==> src/hdl/alt_consts.svh <==
`ifndef ALT_CONSTS_SVH
`define ALT_CONSTS_SVH
`define ALT_NUM_CH 5
`define ALT_FIELD_W 14
`define ALT_FIELD_LSB 2
`define ALT_OFF_CH0_LOW 8'h92
`define ALT_OFF_CH0_HIGH 8'h94
`define ALT_OFF_CH1_LOW 8'h96
`define ALT_OFF_CH1_HIGH 8'h98
`define ALT_OFF_CH2_LOW 8'h9a
`define ALT_OFF_CH2_HIGH 8'h9c
`define ALT_OFF_CH3_LOW 8'h9e
`define ALT_OFF_CH3_HIGH 8'ha0
`define ALT_OFF_CH4_LOW 8'ha2
`define ALT_OFF_CH4_HIGH 8'ha4
`define ALT_OFF_STEP 8'h04
`define ALT_LOW_RESET 14'h0000
`define ALT_HIGH_RESET 14'h3fff
`endif

==> src/hdl/alt_pkg.sv <==
package alt_pkg;
  typedef logic [13:0] alt_field_t;
  typedef logic [15:0] alt_word_t;
  typedef logic [2:0] alt_ch_t;
endpackage

==> src/hdl/alt_cmp_if.sv <==
`timescale 1ns/1ps
`default_nettype none
interface alt_cmp_if;
  logic sample_valid;
  logic [2:0] sample_ch;
  logic [15:0] sample_data;
  logic [15:0] low_limit;
  logic [15:0] high_limit;
  logic under;
  logic over;
  logic flag_valid;
  modport bank (output sample_valid, output sample_ch, output sample_data,
    output low_limit, output high_limit, input under, input over, input flag_valid);
  modport cmp (input sample_valid, input sample_ch, input sample_data,
    input low_limit, input high_limit, output under, output over, output flag_valid);
endinterface
`default_nettype wire

==> src/hdl/alt_limit_cmp.sv <==
`timescale 1ns/1ps
`default_nettype none
module alt_limit_cmp
(
  // clock and reset
  input wire logic ref_clk,
  input wire logic rstn,
  // comparison
  alt_cmp_if.cmp cif
);
  logic under;
  logic over;
  logic valid;
  logic next_under;
  logic next_over;
  logic next_valid;

  always_comb
  begin
    next_valid = cif.sample_valid;
    next_under = cif.sample_valid && (cif.sample_data < cif.low_limit);
    next_over = cif.sample_valid && (cif.sample_data > cif.high_limit);
  end

  always_ff @(posedge ref_clk or negedge rstn)
  begin
    if (!rstn)
    begin
      under <= 1'b0;
      over <= 1'b0;
      valid <= 1'b0;
    end
    else
    begin
      under <= next_under;
      over <= next_over;
      valid <= next_valid;
    end
  end

  assign cif.under = under;
  assign cif.over = over;
  assign cif.flag_valid = valid;
endmodule // alt_limit_cmp
`default_nettype wire

==> src/hdl/alt_bank.sv <==
`timescale 1ns/1ps
`default_nettype none
`include "alt_consts.svh"
// Overview of operation
// - ch0 low limit at 0x92, bits 15:2
// - ch0 high limit at 0x94, bits 15:2
// - ch1 low limit at 0x96, bits 15:2
// - ch1 high limit at 0x98, bits 15:2
// - ch2 low limit at 0x9a, bits 15:2
// - ch2 high limit at 0x9c, bits 15:2
// - ch3 low limit at 0x9e, bits 15:2
// - ch3 high limit at 0xa0, bits 15:2
// - ch4 low limit at 0xa2, bits 15:2
// - ch4 high limit at 0xa4, bits 15:2
// - reserved low bits written zero, read zero
// - codes span 0 V to 5 V
// - field plus two zero bits compares
module alt_bank
(
  // clock and reset
  input wire logic ref_clk,
  input wire logic rstn,
  // register port, byte address of the word's high byte
  input wire logic reg_wr,
  input wire logic reg_rd,
  input wire logic [7:0] reg_addr,
  input wire alt_pkg::alt_word_t reg_wdata,
  output logic [15:0] reg_rdata,
  output logic reg_hit,
  // auxiliary samples
  input wire logic sample_valid,
  input wire alt_pkg::alt_ch_t sample_ch,
  input wire alt_pkg::alt_word_t sample_data,
  // limit flags
  output logic flag_valid,
  output alt_pkg::alt_ch_t flag_ch,
  output logic under_limit,
  output logic over_limit
);
  import alt_pkg::*;

  alt_field_t low_lim [`ALT_NUM_CH];
  alt_field_t high_lim [`ALT_NUM_CH];
  alt_field_t next_low_lim [`ALT_NUM_CH];
  alt_field_t next_high_lim [`ALT_NUM_CH];
  logic [15:0] next_rdata;
  alt_ch_t ch_q;
  alt_ch_t next_ch_q;

  alt_cmp_if cif ();

  // decode: returns {valid, is_high, channel}; pairs sit 4 bytes apart per channel
  function automatic logic [4:0] decode(input logic [7:0] a);
    logic [7:0] d;
    d = a - `ALT_OFF_CH0_LOW;
    decode = 5'h00;
    if (a >= `ALT_OFF_CH0_LOW && a <= `ALT_OFF_CH4_HIGH && d[0] == 1'b0)
      decode = {1'b1, d[1], d[4:2]};
  endfunction

  // 14 stored bits become the top of a 16-bit value, low bits zero
  function automatic alt_word_t widen(input alt_field_t f);
    widen = {f, 2'b00};
  endfunction

  logic [4:0] dec;
  assign dec = decode(reg_addr);
  assign reg_hit = dec[4];

  always_comb
  begin
    for (int i = 0; i < `ALT_NUM_CH; i++)
    begin
      next_low_lim[i] = low_lim[i];
      next_high_lim[i] = high_lim[i];
    end
    // reserved bits [1:0] dropped on write
    if (reg_wr && dec[4] && dec[2:0] < 3'd5)
    begin
      if (dec[3])
        next_high_lim[dec[2:0]] = reg_wdata[15:`ALT_FIELD_LSB];
      else
        next_low_lim[dec[2:0]] = reg_wdata[15:`ALT_FIELD_LSB];
    end
    next_rdata = reg_rdata;
    if (reg_rd)
    begin
      next_rdata = 16'h0000;
      if (dec[4] && dec[2:0] < 3'd5)
        next_rdata = dec[3] ? widen(high_lim[dec[2:0]]) : widen(low_lim[dec[2:0]]);
    end
  end

  // reset limits to 0x0000 and 0x3fff, so only samples above 0xfffc flag before the host programs them
  always_ff @(posedge ref_clk or negedge rstn)
  begin
    if (!rstn)
    begin
      for (int i = 0; i < `ALT_NUM_CH; i++)
      begin
        low_lim[i] <= `ALT_LOW_RESET;
        high_lim[i] <= `ALT_HIGH_RESET;
      end
      reg_rdata <= 16'h0000;
    end
    else
    begin
      for (int i = 0; i < `ALT_NUM_CH; i++)
      begin
        low_lim[i] <= next_low_lim[i];
        high_lim[i] <= next_high_lim[i];
      end
      reg_rdata <= next_rdata;
    end
  end

  // channels 5..7 carry no limits here; those samples raise no flag but still load flag_ch
  logic ch_ok;
  assign ch_ok = sample_ch < 3'd5;
  assign cif.sample_valid = sample_valid && ch_ok;
  assign cif.sample_ch = sample_ch;
  assign cif.sample_data = sample_data;
  assign cif.low_limit = ch_ok ? widen(low_lim[sample_ch]) : 16'h0000;
  assign cif.high_limit = ch_ok ? widen(high_lim[sample_ch]) : 16'hffff;

  alt_limit_cmp u_cmp
  (
    .ref_clk(ref_clk),
    .rstn(rstn),
    .cif(cif)
  );

  always_comb
  begin
    next_ch_q = sample_valid ? sample_ch : ch_q;
  end

  always_ff @(posedge ref_clk or negedge rstn)
  begin
    if (!rstn)
      ch_q <= 3'h0;
    else
      ch_q <= next_ch_q;
  end

  assign flag_valid = cif.flag_valid;
  assign flag_ch = ch_q;
  assign under_limit = cif.under;
  assign over_limit = cif.over;
endmodule // alt_bank
`default_nettype wire

==> config.mk <==
export PLATFORM = sky130hd
export DESIGN_NAME = alt_bank
export DESIGN_NICKNAME = d
export VERILOG_FILES = /design/src/hdl/alt_pkg.sv /design/src/hdl/alt_cmp_if.sv /design/src/hdl/alt_limit_cmp.sv /design/src/hdl/alt_bank.sv
export VERILOG_INCLUDE_DIRS = /design/src /design/src/hdl
export SDC_FILE = /design/constraint.sdc
export NUM_CORES = 1
export LEC_CHECK = 0
export BUFFER_PORTS_ARGS = -buffer_cell sky130_fd_sc_hd__clkbuf_2
export CORE_UTILIZATION = 50
export DETAILED_ROUTE_END_ITERATION = 8
export GPL_TIMING_DRIVEN = 0
export PLACE_DENSITY_LB_ADDON = 0.08
export RECOVER_POWER = 100
export SKIP_CTS_REPAIR_TIMING = 1
export SYNTH_ARGS = -nofsm -noshare
export SYNTH_HDL_FRONTEND = slang
export SYNTH_SLANG_ARGS = --single-unit
==> constraint.sdc <==
create_clock -name ref_clk -period 2.2 [get_ports ref_clk]
set_input_delay 0.22 -clock ref_clk [delete_from_list [all_inputs] [get_ports ref_clk]]
set_output_delay 0.22 -clock ref_clk [all_outputs]
set_load 0.005 [all_outputs]
# Word-level counts from Yosys, hierarchy flattened
# Cells that the tools add are included.
# op_classes
addsub	1
order_cmp	9
muxes	21
n_bitwise	4
reduce_logical	11
# ops
cell	count
14-bit binary-select mux with 3-bit select	4
70-bit bitwise mux	2
14-bit 2-to-1 mux	9
16-bit 2-to-1 mux	4
14-bit demux with 3-bit select	1
16-bit greater-than comparator	1
16-bit less-than comparator	1
1-bit logical AND	9
4-bit greater-or-equal comparator, second input constant	2
8-bit greater-or-equal comparator, second input constant	1
8-bit <= comparator, second input constant	1
3-bit NOT with 4-bit output	2
3-bit less-than comparator, second input constant	2
5-bit 2-to-1 mux	1
5-bit subtractor, second input constant	1
4-bit by 1-bit less-than comparator with 1-bit output, second input constant	1
2-bit AND reduction	2
1-bit NOT	2
# totals
reg_bits	162
output_inout_bits	23
elab_cells	61

# Longest topological paths before layout
# depth
depth_word	10
depth_mapped	13

# Hierarchy
# Synthesis repeated with hierarchy kept, for this count alone.
# hier_totals
cells_unflattened	768
hier_area_um2	9192.6
# by_module_without_submodules
module	instances	cells_per_inst	area_per_inst_um2	seq_area_each_um2
alt_bank	1	654	8335.5	4016.4
alt_limit_cmp	1	114	857.1	75.1

# Worst setup path after synthesis
# Ideal clock, no wire load.
# synth_timing
kind	input-to-reg
start	in sample_ch[0]
end	reg u_cmp.over, in the netlist u_cmp.cif.over
setup_time_ps	140
arrival_ps	2612
required_time_ps	2060
path_slack_ps	-551
cell_stages	11
path_cell_list	clkbuf_1 buf_1 mux4_2 o22ai_1 ha_1 a21oi_1 nor2b_1 o21ai_0 o311ai_0 a221oi_1 a221oi_1
# synth_between
elab_chain_cells	7
# synth_rtl
item	line_no	source
start, declared	alt_bank.sv:32	input wire alt_pkg::alt_ch_t sample_ch,
3-bit NOT with 4-bit output (implied by the code)	alt_bank.sv:124	assign cif.high_limit = ch_ok ? widen(high_lim[sample_ch]) : 16'hffff;
14-bit binary-select mux with 3-bit select	alt_bank.sv:124	
14-bit 2-to-1 mux (implied by the code) (2 in series)	alt_bank.sv:124	
16-bit 2-to-1 mux	alt_bank.sv:124	
16-bit greater-than comparator	alt_limit_cmp.sv:22	next_over = cif.sample_valid && (cif.sample_data > cif.high_limit);
1-bit logical AND *	alt_limit_cmp.sv:22	
via u_cmp.next_over	alt_limit_cmp.sv:15	logic next_over;
end signal, assigned	alt_limit_cmp.sv:36	over <= next_over;
end, declared	alt_limit_cmp.sv:12	logic over;
# The timed path passes the listed nets; every way through them passes the cells marked *. The select of a mux whose other input is x is not followed.
# A chain may end at the register's enable or synchronous reset.

# Final worst setup path
# layout_timing
start	reg high_lim[47] (netlist name)
end	reg u_cmp.over, in the netlist u_cmp.cif.over
# layout_between
elab_chain_cells	6
# layout_rtl
item	line_no	source
start, declared	alt_bank.sv:43	alt_field_t high_lim [`ALT_NUM_CH];
start signal, assigned by index	alt_bank.sv:102	high_lim[i] <= `ALT_HIGH_RESET;
start signal, assigned by index	alt_bank.sv:111	high_lim[i] <= next_high_lim[i];
14-bit binary-select mux with 3-bit select	alt_bank.sv:124	
14-bit 2-to-1 mux (implied by the code) (2 in series)	alt_bank.sv:124	
16-bit 2-to-1 mux	alt_bank.sv:124	
16-bit greater-than comparator	alt_limit_cmp.sv:22	
1-bit logical AND	alt_limit_cmp.sv:22	
via u_cmp.next_over	alt_limit_cmp.sv:15	
# The timed path passes the listed nets, and every way through them passes these cells. The select of a mux whose other input is x is not followed.

==> results.yml <==
clocking:
  cts_sinks: 160
  clockBufferDepth: 2
  cts_root_buf: "clkbuf_16"
  clk_latency_ns: 0.43
  clk_pin_slew_ns: 0.07
  cts-htree-levels: 4
  cts_tree: "yes"
  numCtsBuffers: 17
yosys:
  synth_seq_cells: 160
  synth_top_cell_by_area: "dfrtp_1"
  yosysWarnings: 0
  ys_types: 62
  async_reset_ff_share_pct: 100
  synth-seq-area-share_pct: 44.1
  syn_area_per_cell_sq_um: 12.4
  syn_inst: 747
  synth_flop_cell: "dfrtp_1"
  synth_top_area_share_pct: 24.3
  ys_top_cells_by_area: "dfrtp_1 (24%), dfstp_2 (20%), mux2_2 (14%), mux4_2 (6.6%), mux2_4 (4.9%)"
  netlist_area_sq_um: 9280
  synth_edf_count: 0
placed_design:
  placed_cells: 1027
  post-place-ws_ns: -1.19
  portBuffers: 49
  place_congestion: 0.960
  hpwl_um: 19500
power:
  internal_power_mw: 5.16
  switching_share_pct: 26.5
  switchingPower_mw: 1.86
  ir_drop_uv: 547
  p_comb_share_pct: 12.7
  clkPwrFrac_pct: 42.4
  power_mw: 7.02
  seqPwrFrac_pct: 44.9
  p_leak_nw: 4.99
  p_per_area_nw_per_um2: 631
floorplan:
  top_level_ports: 71
  dieArea_sq_um: 19100
  core-area_sq_um: 18100
  die_w_um: 138
  fp.dieH_um: 138
  start_util_pct: 51.3
  rows: 49
worst_setup_path:
  worstSetupEndpointType: "flop"
  critPathSlowestCell: "dfstp_2"
  path_common_cell: "a221oi_2"
  r2r_cells: 7
  worstPathRequired_ns: 2.51
  rr_startpoint: "high_lim[47]$_DFFE_PN1P_"
  critPathKind: "reg2reg"
  reg2reg_to: "u_cmp.cif.over$_DFF_PN0_"
  slowest_delay_ns: 0.55
  crit_family: "compound AO/OA/AOI/OAI gates"
  cp-start-kind: "flop"
  rrSetupSlack_ns: -0.23
  critPathArrivalTime_ns: 2.74
  crit_chain: "mux4_2 > o22ai_2 > ha_1 > nand4_1 > o311ai_2 > a221oi_2 > a221oi_2"
  cp_max_fo: 3
  cp.buffers_inverters: 0
grt:
  grt_pass1_vias: 7086
  antenna_found_initial: 1
  track_usage_pct: 31.1
  grt_first_pass_wirelength_um: 43700
  grt_max_degree: 96
  overflow: 0
routing:
  drt_iter0_drc: 727
  ant_nets: 0
  wl_um: 29400
  wl_per_cell_um: 27.4
  dr_total_vias: 7089
  drc: 4
  firstDrtPassIters: 7
  vias_per_cell: 6.59
sta:
  rsz0062_at_grt: "true"
  tightest_slew_ns: 1.71
  fmax_ghz: 0.411
  setup_slack_ns: -0.231
  setup_viol: 104
  fin_crit_ns: 2.43
  drv_slew: 66
  slew_headroom_pct: -13.8
  finalHoldViolations: 0
  skew_ns: 0.00818
  finalCritPeriodShare_pct: 111
status:
  violations: "DRC, capacitance limit, slew limit, setup timing"
  status: "complete, but fails checks"
worst_hold_path:
  hold_end: "flag_ch[1]$_DFFE_PN0P_"
  hp-start: "sample_valid"
  whs_path_depth: 2
  hp-class: "in2reg"
cells_and_area:
  antenna_cells: 0
  layout-drive-gt1-share_pct: 51.5
  area_growth_pct: 19.9
  final_common_cell: "mux2_2"
  fin_cells: 1075
  mostFrequentLayoutCells: "mux2_2 (113), dfrtp_1 (90), dfstp_2 (70)"
  fin_nets: 911
run:
  drv_cap: 1
## synthesized netlist by cell type (3+ instances only)
library cell and instances:
buf_1 19, nand2_1 18, buf_2 14, a221oi_1 3, clkbuf_1 21, mux2_1 3
buf_6 7, a22oi_1 13, o221ai_1 9, mux2i_1 21, nand3_1 4, or3_1 4
a211oi_1 20, nor4_1 5, o22ai_1 14, ha_1 30, dfrtp_1 90, a21oi_1 48
buf_4 4, o21ai_0 6, dfstp_2 70, or4_1 11, nand4_1 4, mux4_2 27
a211o_1 5, a21o_1 6, and2_1 14, mux2_2 114, nor2_1 23, inv_1 20
a222oi_1 4, o21bai_1 3, mux2_4 30, nor3_1 4, a2111o_1 9, nor2b_1 16
## routing by layer
metal  vias to the layer above  share of wire [%]  track usage, %  routed length (um)
met5                         -              0.041               0                  12
met4                         2                2.6            11.7                 754
met3                        61                7.8            7.20                2310
met2                       358                 47            49.5               13900
met1                      3660                 42            41.7               12400
li1                       3008                  -               -                   -
## registers in the layout, indices dropped and copies added (netlist names)
signal,flops
flag_ch,3
high_lim,70
low_lim,70
reg_rdata,14
u_cmp.cif.flag_valid,1
u_cmp.cif.over,1
u_cmp.cif.under,1
## worst max-delay path by stage
stage	start	end	slack [ns]	depth (start not counted)
finish	high_lim[47]$_DFFE_PN1P_	u_cmp.cif.over$_DFF_PN0_	-0.23	7
global route	high_lim[17]$_DFFE_PN1P_	u_cmp.cif.over$_DFF_PN0_	-0.32	9
CTS	sample_ch[1]	u_cmp.cif.under$_DFF_PN0_	-0.75	10
detailed placement	sample_ch[1]	u_cmp.cif.under$_DFF_PN0_	-1.19	10
global placement	rstn	low_lim[57]$_DFFE_PN0P_	-1.76	1
floorplan	sample_ch[2]	u_cmp.cif.over$_DFF_PN0_	-0.11	13
## cell type report
cell class | count | area [sq um]
plain buffers | 62 | 477
clock buffers | 22 | 464
clock inverters | 10 | 110
fillers | 1481 | 6960
inverters | 21 | 98.8
multi-input cells | 502 | 5120
flip-flops and latches | 160 | 4090
well taps | 229 | 287
repair buffers | 69 | 470
## logic make-up after synthesis
kind of cell / Yosys count / synth area share, %
XOR/XNOR: 1 / 0.0944
multiplexers: 195 / 27.9
AO/OA/AOI/OAI: 157 / 12.3
AND/OR/NAND/NOR: 117 / 7.15
flip-flops: 160 / 44.1
buffers and inverters: 86 / 4.40
other: 1 / 0.0404
adder cells (fa/ha/maj): 30 / 4.05
## worst reg2reg max path: stages, from the launching register on
cell      delay (ns)
dfstp_2         0.55
mux4_2          0.25
o22ai_2         0.09
ha_1            0.33
nand4_1         0.19
o311ai_2        0.45
a221oi_2        0.11
a221oi_2        0.34
## metrics by stage
step | TNS, ns | area [sq um] | hold WS, ns | util [%]
final | -14.12 | 11100 | 0.105 | 61.5
after CTS | -24.78 | 10600 | -0.203 | 58.8
after detailed placement | -86.07 | 10100 | 0.254 | 55.6
after global placement | -290.38 | 10000 | 0.490 | 55.4
after floorplan | -0.672 | 9490 | -0.0756 | -
after global routing | -28.76 | 11100 | 0.117 | 61.5
## power by group through the flow
stage	Clock (mW)	Sequential (mW)	Combinational (mW)
2_1_floorplan	0	3.17	0.494
3_3_place_gp	0	3.19	0.785
3_5_place_dp	0	3.19	0.811
4_1_cts	2.98	3.15	0.815
5_1_grt	3.11	3.16	0.949
6_report	2.98	3.15	0.890
Note: power is estimated with default switching activity, not from simulation.
